## config.mk

```make
export PLATFORM = sky130hd
export DESIGN_NAME = ist_ctrl_regs
export DESIGN_NICKNAME = d
export VERILOG_FILES = /design/src/logic/ist_pkg.sv /design/src/logic/ist_ctrl_regs.sv /design/src/logic/ist_fast_slot.sv
export SDC_FILE = /design/constraint.sdc
export NUM_CORES = 1
export LEC_CHECK = 0
export ABC_CLOCK_PERIOD_IN_PS = 2520
export BUFFER_PORTS_ARGS = -buffer_cell sky130_fd_sc_hd__buf_4
export CAP_MARGIN = 20
export CORE_UTILIZATION = 45
export CTS_BUF_LIST = sky130_fd_sc_hd__clkbuf_2
export CTS_CLUSTER_SIZE = 20
export DETAILED_ROUTE_END_ITERATION = 12
export PLACE_DENSITY = 0.81
export SETUP_SLACK_MARGIN = 0.1
export SLEW_MARGIN = 0
export SYNTH_ARGS = -nofsm -noshare
export SYNTH_HDL_FRONTEND = slang
export SYNTH_SLANG_ARGS = --single-unit
export TNS_END_PERCENT = 100
```

## constraint.sdc

```tcl
create_clock -name pclk -period 2.52 [get_ports pclk]
set_clock_uncertainty 0.1 [all_clocks]
set_input_delay 0.63 -clock pclk [delete_from_list [all_inputs] [get_ports pclk]]
set_output_delay 0.63 -clock pclk [all_outputs]
set_load 0.05 [all_outputs]
```

## src/logic/ist_pkg.sv

```systemverilog
`default_nettype none
package ist_pkg;
   // ==========================================================
   // Register byte offsets
   localparam logic [11:0] ADDR_UPPER_EN = 12'h004;
   localparam logic [11:0] ADDR_LOWER_PEND = 12'h020;
   localparam logic [11:0] ADDR_UPPER_PEND = 12'h024;
   localparam logic [11:0] ADDR_THRESHOLD = 12'h040;
   localparam logic [11:0] ADDR_FAST_BASE = 12'h044;
   localparam logic [11:0] ADDR_CONFIG = 12'h048;
   localparam logic [11:0] ADDR_FAST_OFF0 = 12'h060;
   localparam logic [11:0] ADDR_IRQ_STATUS = 12'h080;
   localparam logic [11:0] ADDR_IRQ_MASK = 12'h084;
   // ==========================================================
   // Field positions and widths
   localparam int NUM_FAST = 4;
   localparam int UPPER_IRQS = 4;
   localparam int LOWER_PEND_LSB = 12;
   localparam int LOWER_PEND_W = 20;
   localparam int THR_LSB = 4;
   localparam int THR_W = 4;
   localparam int BASE_LSB = 28;
   localparam int BASE_W = 4;
   localparam int FAST_ID_LSB = 24;
   localparam int FAST_ID_W = 8;
   localparam int FAST_OFF_W = 20;
   localparam int KEY_LSB = 16;
   localparam int KEY_W = 16;
   localparam int CFG_SYS_RESET = 7;
   localparam int CFG_CTRL_RESET = 6;
   localparam int CFG_EXC_CLR = 5;
   localparam int CFG_EXC_SET = 4;
   localparam int CFG_NMI_CLR = 3;
   localparam int CFG_NMI_SET = 2;
   localparam int CFG_NEST_OFF = 1;
   localparam int CFG_STACK_OFF = 0;
   // ==========================================================
   // Unlock values
   localparam logic [15:0] CONFIG_UNLOCK_VALUE = 16'hFA05;
   localparam logic [15:0] PEND_UNLOCK_VALUE = 16'hBCAF;
   localparam logic [15:0] RESET_UNLOCK_VALUE = 16'hBEEF;
   // ==========================================================
   // Event bits of the interrupt status register
   localparam int EV_KEY_REJECT = 0;
   localparam int EV_CTRL_RESET = 1;
   localparam int EV_THR_BLOCK = 2;
   localparam int EV_W = 3;
   // ==========================================================
   // Reset values
   localparam logic [3:0] THR_RESET = 4'h0;
   localparam logic [3:0] BASE_RESET = 4'h0;
   localparam logic [7:0] FAST_ID_RESET = 8'h00;
   localparam logic [19:0] FAST_OFF_RESET = 20'h0_0000;
endpackage
`default_nettype wire

```

## src/logic/ist_ctrl_regs.sv

```systemverilog
// Implementation choices: register access over APB and the address map.
`timescale 1ns/1ps
`default_nettype none
module ist_ctrl_regs
   import ist_pkg::*;
#(
   parameter int N_FAST = NUM_FAST
)
(
   // Clock and reset
   input wire logic pclk,
   input wire logic presetn,
   // APB slave
   input wire logic psel,
   input wire logic penable,
   input wire logic pwrite,
   input wire logic [11:0] paddr,
   input wire logic [31:0] pwdata,
   output logic [31:0] prdata,
   output logic pready,
   output logic pslverr,
   // State from the interrupt core
   input wire logic [UPPER_IRQS-1:0] enable_state_bits,
   input wire logic [LOWER_PEND_W+UPPER_IRQS-1:0] pending_state_bits,
   input wire logic cand_valid,
   input wire logic [7:0] cand_priority,
   input wire logic nmi_taken,
   input wire logic exc_taken,
   // Controls to the interrupt core
   output logic cand_service,
   output logic nmi_pending,
   output logic exc_pending,
   output logic nesting_off_bit,
   output logic hw_stack_off_bit,
   output logic whole_system_reset_bit,
   output logic controller_reset_bit,
   output logic [N_FAST*32-1:0] fast_vectors,
   output logic [N_FAST*FAST_ID_W-1:0] fast_irq_numbers,
   // Interrupt line
   output logic irq
);
   // ==========================================================
   // Bus decode
   logic wr_acc;
   logic rd_setup;
   logic mapped;
   logic [KEY_W-1:0] write_unlock_field;
   logic cfg_wr;
   logic key_cfg_ok;
   logic key_pend_ok;
   logic key_rst_ok;
   logic key_reject;
   logic [THR_W-1:0] threshold;
   logic [BASE_W-1:0] fast_vector_high_nibble;
   logic [EV_W-1:0] irq_status;
   logic [EV_W-1:0] irq_mask;
   logic [EV_W-1:0] ev_set;
   logic [31:0] next_prdata;
   logic [31:0] slot_rd [N_FAST];
   logic [N_FAST-1:0] slot_hit;
   logic ctrl_clear;

   // Zero-wait slave; read data are latched in the setup cycle
   assign pready = 1'b1;
   assign wr_acc = psel && penable && pwrite;
   assign rd_setup = psel && !penable && !pwrite;
   assign write_unlock_field = pwdata[KEY_LSB +: KEY_W];
   assign cfg_wr = wr_acc && (paddr == ADDR_CONFIG);
   assign ctrl_clear = controller_reset_bit;

   // Known offsets answer OK, anything else raises pslverr
   always_comb
   begin
      mapped = 1'b0;
      if (paddr == ADDR_UPPER_EN)
         mapped = 1'b1;
      else if (paddr == ADDR_LOWER_PEND)
         mapped = 1'b1;
      else if (paddr == ADDR_UPPER_PEND)
         mapped = 1'b1;
      else if (paddr == ADDR_THRESHOLD)
         mapped = 1'b1;
      else if (paddr == ADDR_FAST_BASE)
         mapped = 1'b1;
      else if (paddr == ADDR_CONFIG)
         mapped = 1'b1;
      else if (paddr == ADDR_IRQ_STATUS)
         mapped = 1'b1;
      else if (paddr == ADDR_IRQ_MASK)
         mapped = 1'b1;
      else if (|slot_hit)
         mapped = 1'b1;
   end

   assign pslverr = psel && penable && !mapped;

   // ==========================================================
   // Key checks
   assign key_cfg_ok = (write_unlock_field == CONFIG_UNLOCK_VALUE);
   assign key_pend_ok = (write_unlock_field == PEND_UNLOCK_VALUE);
   assign key_rst_ok = (write_unlock_field == RESET_UNLOCK_VALUE);
   // A protected 1 (or a nest/stack change) without its key is flagged
   assign key_reject = cfg_wr && (
      (pwdata[CFG_SYS_RESET] && !key_rst_ok) ||
      ((|pwdata[CFG_EXC_CLR:CFG_NMI_SET]) && !key_pend_ok) ||
      (((pwdata[CFG_NEST_OFF] != nesting_off_bit) ||
        (pwdata[CFG_STACK_OFF] != hw_stack_off_bit)) && !key_cfg_ok));

   // ==========================================================
   // Threshold register, high nibble only
   always_ff @(posedge pclk or negedge presetn)
   begin
      if (!presetn)
         threshold <= THR_RESET;
      else if (ctrl_clear)
         threshold <= THR_RESET;
      else if (wr_acc && paddr == ADDR_THRESHOLD)
         threshold <= pwdata[THR_LSB +: THR_W];
   end

   // Blocked candidates are not cleared here, they simply stay pending
   assign cand_service = cand_valid &&
      ((threshold == THR_RESET) || (cand_priority >= {threshold, 4'h0}));

   // ==========================================================
   // Fast vector base and offset slots
   always_ff @(posedge pclk or negedge presetn)
   begin
      if (!presetn)
         fast_vector_high_nibble <= BASE_RESET;
      else if (ctrl_clear)
         fast_vector_high_nibble <= BASE_RESET;
      else if (wr_acc && paddr == ADDR_FAST_BASE)
         fast_vector_high_nibble <= pwdata[BASE_LSB +: BASE_W];
   end

   for (genvar i = 0; i < N_FAST; i++)
   begin : g_slot
      assign slot_hit[i] = (paddr == ADDR_FAST_OFF0 + 12'(4 * i));
      ist_fast_slot u_slot (
         .pclk(pclk),
         .presetn(presetn),
         .ctrl_clear(ctrl_clear),
         .wr_en(wr_acc && slot_hit[i]),
         .wdata(pwdata),
         .base(fast_vector_high_nibble),
         .fast_irq_number(fast_irq_numbers[i*FAST_ID_W +: FAST_ID_W]),
         .fast_offset_field(),
         .rd_view(slot_rd[i]),
         .vector(fast_vectors[i*32 +: 32])
      );
   end

   // ==========================================================
   // Config register: keyed nesting and stack bits
   always_ff @(posedge pclk or negedge presetn)
   begin
      if (!presetn)
      begin
         nesting_off_bit <= 1'b0;
         hw_stack_off_bit <= 1'b0;
      end
      else if (ctrl_clear)
      begin
         nesting_off_bit <= 1'b0;
         hw_stack_off_bit <= 1'b0;
      end
      else if (cfg_wr && key_cfg_ok)
      begin
         nesting_off_bit <= pwdata[CFG_NEST_OFF];
         hw_stack_off_bit <= pwdata[CFG_STACK_OFF];
      end
   end

   // Self-clearing reset pulses, one cycle wide
   always_ff @(posedge pclk or negedge presetn)
   begin
      if (!presetn)
      begin
         whole_system_reset_bit <= 1'b0;
         controller_reset_bit <= 1'b0;
      end
      else
      begin
         whole_system_reset_bit <= cfg_wr && key_rst_ok && pwdata[CFG_SYS_RESET];
         controller_reset_bit <= cfg_wr && pwdata[CFG_CTRL_RESET];
      end
   end

   // NMI and exception pend; a set beats a clear or a take in the same cycle
   always_ff @(posedge pclk or negedge presetn)
   begin
      if (!presetn)
      begin
         nmi_pending <= 1'b0;
         exc_pending <= 1'b0;
      end
      else if (ctrl_clear)
      begin
         nmi_pending <= 1'b0;
         exc_pending <= 1'b0;
      end
      else
      begin
         if (cfg_wr && key_pend_ok && pwdata[CFG_NMI_SET])
            nmi_pending <= 1'b1;
         else if ((cfg_wr && key_pend_ok && pwdata[CFG_NMI_CLR]) || nmi_taken)
            nmi_pending <= 1'b0;
         if (cfg_wr && key_pend_ok && pwdata[CFG_EXC_SET])
            exc_pending <= 1'b1;
         else if ((cfg_wr && key_pend_ok && pwdata[CFG_EXC_CLR]) || exc_taken)
            exc_pending <= 1'b0;
      end
   end

   // ==========================================================
   // Sticky events, write one to clear, set wins
   assign ev_set[EV_KEY_REJECT] = key_reject;
   assign ev_set[EV_CTRL_RESET] = controller_reset_bit;
   assign ev_set[EV_THR_BLOCK] = cand_valid && !cand_service;

   always_ff @(posedge pclk or negedge presetn)
   begin
      if (!presetn)
         irq_status <= '0;
      else if (wr_acc && paddr == ADDR_IRQ_STATUS)
         irq_status <= (irq_status & ~pwdata[EV_W-1:0]) | ev_set;
      else
         irq_status <= irq_status | ev_set;
   end

   always_ff @(posedge pclk or negedge presetn)
   begin
      if (!presetn)
         irq_mask <= '0;
      else if (wr_acc && paddr == ADDR_IRQ_MASK)
         irq_mask <= pwdata[EV_W-1:0];
   end

   assign irq = |(irq_status & irq_mask);

   // ==========================================================
   // Read mux, registered at the setup cycle
   always_comb
   begin
      next_prdata = 32'h0000_0000;
      if (paddr == ADDR_UPPER_EN)
         next_prdata = {28'h000_0000, enable_state_bits};
      else if (paddr == ADDR_LOWER_PEND)
         next_prdata = {pending_state_bits[LOWER_PEND_W-1:0], 12'h000};
      else if (paddr == ADDR_UPPER_PEND)
         next_prdata = {28'h000_0000,
            pending_state_bits[LOWER_PEND_W +: UPPER_IRQS]};
      else if (paddr == ADDR_THRESHOLD)
         next_prdata = {24'h00_0000, threshold, 4'h0};
      else if (paddr == ADDR_FAST_BASE)
         next_prdata = {fast_vector_high_nibble, 28'h000_0000};
      else if (paddr == ADDR_CONFIG)
         next_prdata = {16'h0000, 14'h0000, nesting_off_bit, hw_stack_off_bit};
      else if (paddr == ADDR_IRQ_STATUS)
         next_prdata = {29'h0000_0000, irq_status};
      else if (paddr == ADDR_IRQ_MASK)
         next_prdata = {29'h0000_0000, irq_mask};
      else
      begin
         for (int k = 0; k < N_FAST; k++)
         begin
            if (slot_hit[k])
               next_prdata = slot_rd[k];
         end
      end
   end

   always_ff @(posedge pclk or negedge presetn)
   begin
      if (!presetn)
         prdata <= 32'h0000_0000;
      else if (rd_setup)
         prdata <= next_prdata;
   end
endmodule // ist_ctrl_regs
`default_nettype wire

```

## src/logic/ist_fast_slot.sv

```systemverilog
`timescale 1ns/1ps
`default_nettype none
module ist_fast_slot
   import ist_pkg::*;
#(
   parameter int ID_W = FAST_ID_W,
   parameter int OFF_W = FAST_OFF_W
)
(
   // Clock and reset
   input wire logic pclk,
   input wire logic presetn,
   // Controls
   input wire logic ctrl_clear,
   input wire logic wr_en,
   input wire logic [31:0] wdata,
   input wire logic [BASE_W-1:0] base,
   // Results
   output logic [ID_W-1:0] fast_irq_number,
   output logic [OFF_W-1:0] fast_offset_field,
   output logic [31:0] rd_view,
   output logic [31:0] vector
);
   // ==========================================================
   // Offset register: the IRQ number and the low offset bits are stored
   always_ff @(posedge pclk or negedge presetn)
   begin
      if (!presetn)
      begin
         fast_irq_number <= FAST_ID_RESET;
         fast_offset_field <= FAST_OFF_RESET;
      end
      else if (ctrl_clear)
      begin
         fast_irq_number <= FAST_ID_RESET;
         fast_offset_field <= FAST_OFF_RESET;
      end
      else if (wr_en)
      begin
         fast_irq_number <= wdata[FAST_ID_LSB +: ID_W];
         fast_offset_field <= wdata[OFF_W-1:0];
      end
   end

   // Bits 23..20 are fixed zero, so the vector needs no masking
   assign rd_view = {fast_irq_number, 4'h0, fast_offset_field};
   assign vector = {base, 4'h0, 4'h0, fast_offset_field};
endmodule // ist_fast_slot
`default_nettype wire

```

Yosys cells after proc, flatten, opt, wreduce, memory -nomap -nowiden. Index checks and enable logic that the tools add are counted.

Bits in registers: 164.

Mux-type cells: 52. Reductions and logical operators: 55. Magnitude comparators: 1. Equal/unequal tests: 17. Bitwise logic cells: 5.

Operators by type and width (number): $mux 32 (12); $mux 20 (8); $eq 12x7->1 const B (7); $mux 8 (8); $eq 16x16->1 const B (3); $logic_and 1x1->1 (29); $eq 12x6->1 const B (2); $eq 12x8->1 const B (2); $mux 1 (19); $mux 4 (4); $reduce_bool 2->1 (7); $eq 12x3->1 const B (1); $ge 8x8->1 (1); $reduce_or 4->1 (2); $logic_not 1->1 (7); $and 3x3->3 (2); $logic_or 1x1->1 (6); $or 3x3->3 (2); $reduce_bool 3->1 (2); $logic_not 4->1 (1); $mux 3 (1); $not 3->3 (1); $reduce_or 3->1 (1); $ne 1x1->1 (2).

Logic depth before layout (Yosys ltp).
Depth after elaboration: 13. Gate-level depth with buffers: 9. Depth with buffers taken out: 6.

Cells and area by module. A second synthesis with hierarchy kept.

Cell total of the unflattened synthesis: 1040. Area, all modules: 10410.0 um2.

Modules (own cells, without submodules): ist_fast_slot (sequential area each 700.7 um2, instances 4, cells an instance 155, area an instance 1636.6 um2); ist_ctrl_regs (sequential area each 1301.2 um2, instances 1, cells an instance 420, area an instance 3863.7 um2).

Worst setup path before layout. OpenSTA, ideal clock, no wires.

Path type: input port to output port. Start point: input paddr[7]. End point: output pslverr. Buffers on the path: 2. Required time: 1790 ps. Arrival: 3322 ps. Cell stages on the path: 6. Path slack: -1532 ps. Path through: clkbuf_1 -> or4bb_1 -> buf_2 -> nor3_2 -> or2_2 -> nor4b_1.

Longest elaborated chain between the ends: 13. Elaborated cells between the ends (all ways): 24. Classes of those cells: eq/ne: 12; mux: 9; reduce/logical: 3.

Ends and longest elaborated chain: from (decl) (line ist_ctrl_regs.sv:17) `input wire logic [11:0] paddr,`; $eq 12x7->1 (line ist_ctrl_regs.sv:139) `assign slot_hit[i] = (paddr == ADDR_FAST_OFF0 + 12'(4 * i));`; $reduce_or 4->1 (line ist_ctrl_regs.sv:91) `else if (|slot_hit)`; $mux 1 (line ist_ctrl_regs.sv:91); $mux 1 (line ist_ctrl_regs.sv:89) `else if (paddr == ADDR_IRQ_MASK)`; $mux 1 (line ist_ctrl_regs.sv:87) `else if (paddr == ADDR_IRQ_STATUS)`; $mux 1 (line ist_ctrl_regs.sv:85) `else if (paddr == ADDR_CONFIG)`; $mux 1 (line ist_ctrl_regs.sv:83) `else if (paddr == ADDR_FAST_BASE)`; $mux 1 (line ist_ctrl_regs.sv:81) `else if (paddr == ADDR_THRESHOLD)`; $mux 1 (line ist_ctrl_regs.sv:79) `else if (paddr == ADDR_UPPER_PEND)`; $mux 1 (line ist_ctrl_regs.sv:77) `else if (paddr == ADDR_LOWER_PEND)`; $mux 1 (*) (line ist_ctrl_regs.sv:75) `if (paddr == ADDR_UPPER_EN)`; $logic_not 1->1 (*) (line ist_ctrl_regs.sv:95) `assign pslverr = psel && penable && !mapped;`; $logic_and 1x1->1 (*) (line ist_ctrl_regs.sv:95); to (decl) (line ist_ctrl_regs.sv:21) `output logic pslverr,`.

Mark *: on every way between the ends. The rest lies on a longest branch, timed or not.

Worst setup path in the final report.
Start point: register threshold[3]. End point: output cand_service.

Longest elaborated chain between the ends: 3. Elaborated cells between the ends (all ways): 4. Classes of those cells: order compare: 1; reduce/logical: 3.

Ends and longest elaborated chain: from (decl) (line ist_ctrl_regs.sv:53) `logic [THR_W-1:0] threshold;`; from (signal assigned) (line ist_ctrl_regs.sv:118) `threshold <= pwdata[THR_LSB +: THR_W];`; $ge 8x8->1 or $logic_not 4->1 (tied branches) (line ist_ctrl_regs.sv:123) `((threshold == THR_RESET) || (cand_priority >= {threshold, 4'h0}));`; $logic_or 1x1->1 (*) (line ist_ctrl_regs.sv:123); $logic_and 1x1->1 (*) (line ist_ctrl_regs.sv:122) `assign cand_service = cand_valid &&`; to (decl) (line ist_ctrl_regs.sv:30) `output logic cand_service,`.

Marked as above.

==> flow_metrics.tcl <==
set metrics [dict create \
    drive_gt1_share_pct 34.2 \
    synth_common_cells "nand2_1, dfrtp_1, a21oi_1, buf_4, clkbuf_1" \
    first_iter_violations 895 \
    grt_overflow_total 0 \
    violations "setup timing" \
    worst_ir_drop_vdd_v 0.000373 \
    cts_root_buf "clkbuf_2" \
    outcome "finished with violations" \
    route.detailed.drc 0 \
    yosysSeqAreaShare_pct 48.4 \
    rows 49 \
    first_global_vias 8634 \
    layout_setup_ws_ns -0.456 \
    end_kind "output port" \
    cp_max_fo 4 \
    synth_top_area_share_pct 48.4 \
    final-hold-violation-count 0 \
    synth_top_area_cell "dfrtp_1" \
    portBuffers 256 \
    final_area_sq_um 12000 \
    grt_pass1_wl_microns 48600 \
    period_share_pct 118 \
    diodes 0 \
    p_leak_nw 5.69 \
    maxCapViolCount 0 \
    htreeDepth 4 \
    worst_pin_slew_ns 0.523 \
    cp.arrival_ns 2.25 \
    startpoint "threshold[3]" \
    die_w_microns 139 \
    rsz0062_at_grt "yes" \
    hp-class "in -> reg" \
    dpl.hpwl_microns 21900 \
    place.gp.congestion 0.918 \
    area_delta_synth_final_pct 41.0 \
    pwr_density_cell_nw_per_um2 401 \
    crit_required_ns 1.79 \
    dieArea_sq_um 19400 \
    num_vias 8739 \
    synth_area_leaders "dfrtp_1, nand2_1, a21oi_1" \
    clock_latency_ns 0.77 \
    io_pins 290 \
    cts_buffer_depth 2 \
    antenna_found_initial 0 \
    report.final.slew_viol_count 0 \
    fp.coreArea_sq_um 18200 \
    ant_nets 0 \
    cts_buffers 17 \
    cts_tree "yes" \
    final_util_pct 65.6 \
    slowest_delay_ns 0.49 \
    routed_wl_microns 31400 \
    synth_warnings 0 \
    die_h_microns 139 \
    wl_per_cell_microns 20.7 \
    setup_viol_count_final 3 \
    syn_area_sq_um 8480 \
    path_buf_inv 2 \
    slowest_stage "dfrtp_2" \
    hold_start "pending_state_bits[7]" \
    start_util_pct 46.6 \
    fmax_mhz 336 \
    placed_cell_area_sq_um 11100 \
    syn_area_per_cell_sq_um 9.15 \
    pre_cts_slack_ns -0.175 \
    relSlewSlack_pct 64.7 \
    viasPerCell 5.76 \
    worstPathCellList "inv_1 > ha_1 > o31ai_2 > nor2_2 > buf_6" \
    ys.flop_type "dfrtp_1" \
    synth-edff-count 0 \
    dr.pass1.iters 7 \
    synth_cell_type_count 67 \
    ys_seq_elements 164 \
    grt_max_degree 54 \
    track_usage_pct 32.7 \
    yosysMostFrequentCell "nand2_1" \
    netlist_instances 927 \
    cp_top_family "flip-flops" \
    finish.net_count 1367 \
    period_needed_ns 2.98 \
    cts_sinks 164 \
    clk_pin_slew_ns 0.26 \
    critPathLaunchType "flop" \
    critPathKind "reg -> out" \
    async_flop_share_pct 100 \
    timing.rr.start "g_slot[1].u_slot.fast_offset_field[2]" \
]
[worst register-to-register path: cells and delay by family (launching register included)]
kind / cells / cell delay [ns]
AO/OA/AOI/OAI: 2 / 0.30
flip-flops: 1 / 0.47
multiplexers: 1 / 0.49
AND/OR/NAND/NOR: 1 / 0.42
[cells in the final DEF, fill, tap and decap left out, drive strengths merged, types with 13 or more instances in the layout]
cell type and count:
dlygate4sd3 47, nand2 262, a21oi 122, conb 33
dfrtp 164, buf 360, a21boi 13, clkbuf 17
o21ai 22, nor2 33, a22oi 25, inv 13
nor3 15
[kinds of logic after synthesis]
group	count (synthesis)	synth area share [%]
AO/OA/AOI/OAI	238	17.6
XOR/XNOR	3	0.310
adder cells (fa/ha/maj)	4	0.590
buffers and inverters	116	8.22
flip-flops	164	48.4
multiplexers	21	3.85
other	2	0.0886
AND/OR/NAND/NOR	379	21.0
[sequential cells by signal, indices dropped and copies added (netlist names), 3 cells and up]
signal                           count
irq_mask                             3
g_slot.u_slot.fast_offset_field     80
irq_status                           3
threshold                            4
g_slot.u_slot.fast_irq_number       32
fast_vector_high_nibble              4
prdata                              32
[worst paths after layout]
kind                                                    endpoint  slack [ns]  cells past startpoint
min reg2reg                                           prdata[21]        0.44                      1
min                                                   prdata[19]        0.07                      3
min in group asynchronous  g_slot[2].u_slot.fast_offset_field[4]        0.22                      2
max                                                 cand_service       -0.46                      5
max in group asynchronous                             prdata[24]        1.37                      3
max reg2reg                                            prdata[2]        0.66                      4
[per-stage QoR]
step | power [mW] | TNS (ns) | hold WS (ns) | instances
finish | 4.79 | -0.492 | 0.0677 | 1517
floorplan | 3.05 | -0.215 | 0.234 | 958
detailed placement | 3.32 | -2.04 | 0.375 | 1428
global route | 4.96 | -0.855 | 0.000434 | 1517
global placement | 3.31 | -1.25 | 0.381 | 1428
CTS | 4.78 | -0.531 | 0.000675 | 1511
[repair_timing]
action,4_1_cts,5_1_grt
gates resized for setup,11,9
hold buffers,42,5
setup endpoints to repair,3,3
pin swaps,6,7
endpoints found under the hold margin,130,16
setup buffers,9,1
[cell type report]
class	count	area [sq um]
Tap cell	229	287
Timing Repair Buffer	407	3350
Inverter	7	26.3
Clock buffer	17	85.1
Clock inverter	15	144
Sequential cell	164	4110
Fill cell	1455	6250
Multi-Input combinational cell	678	3950
[layer usage]
metal	part of all wire, %	up-vias	track usage [%]
li1	-	3887	-
met1	40	4237	42.9
met2	49	536	54.0
met3	8.4	79	6.47
met4	3.0	0	11.3
met5	0	-	0
[report_power, final]
part           internal, mW  switching (mW)  total (mW)
combinational         0.265           0.428       0.693
sequential             2.65          0.0110        2.66
clock                 0.383            1.05        1.43
total                  3.30            1.49        4.79
No activity file was read; power rests on OpenSTA's default activity.
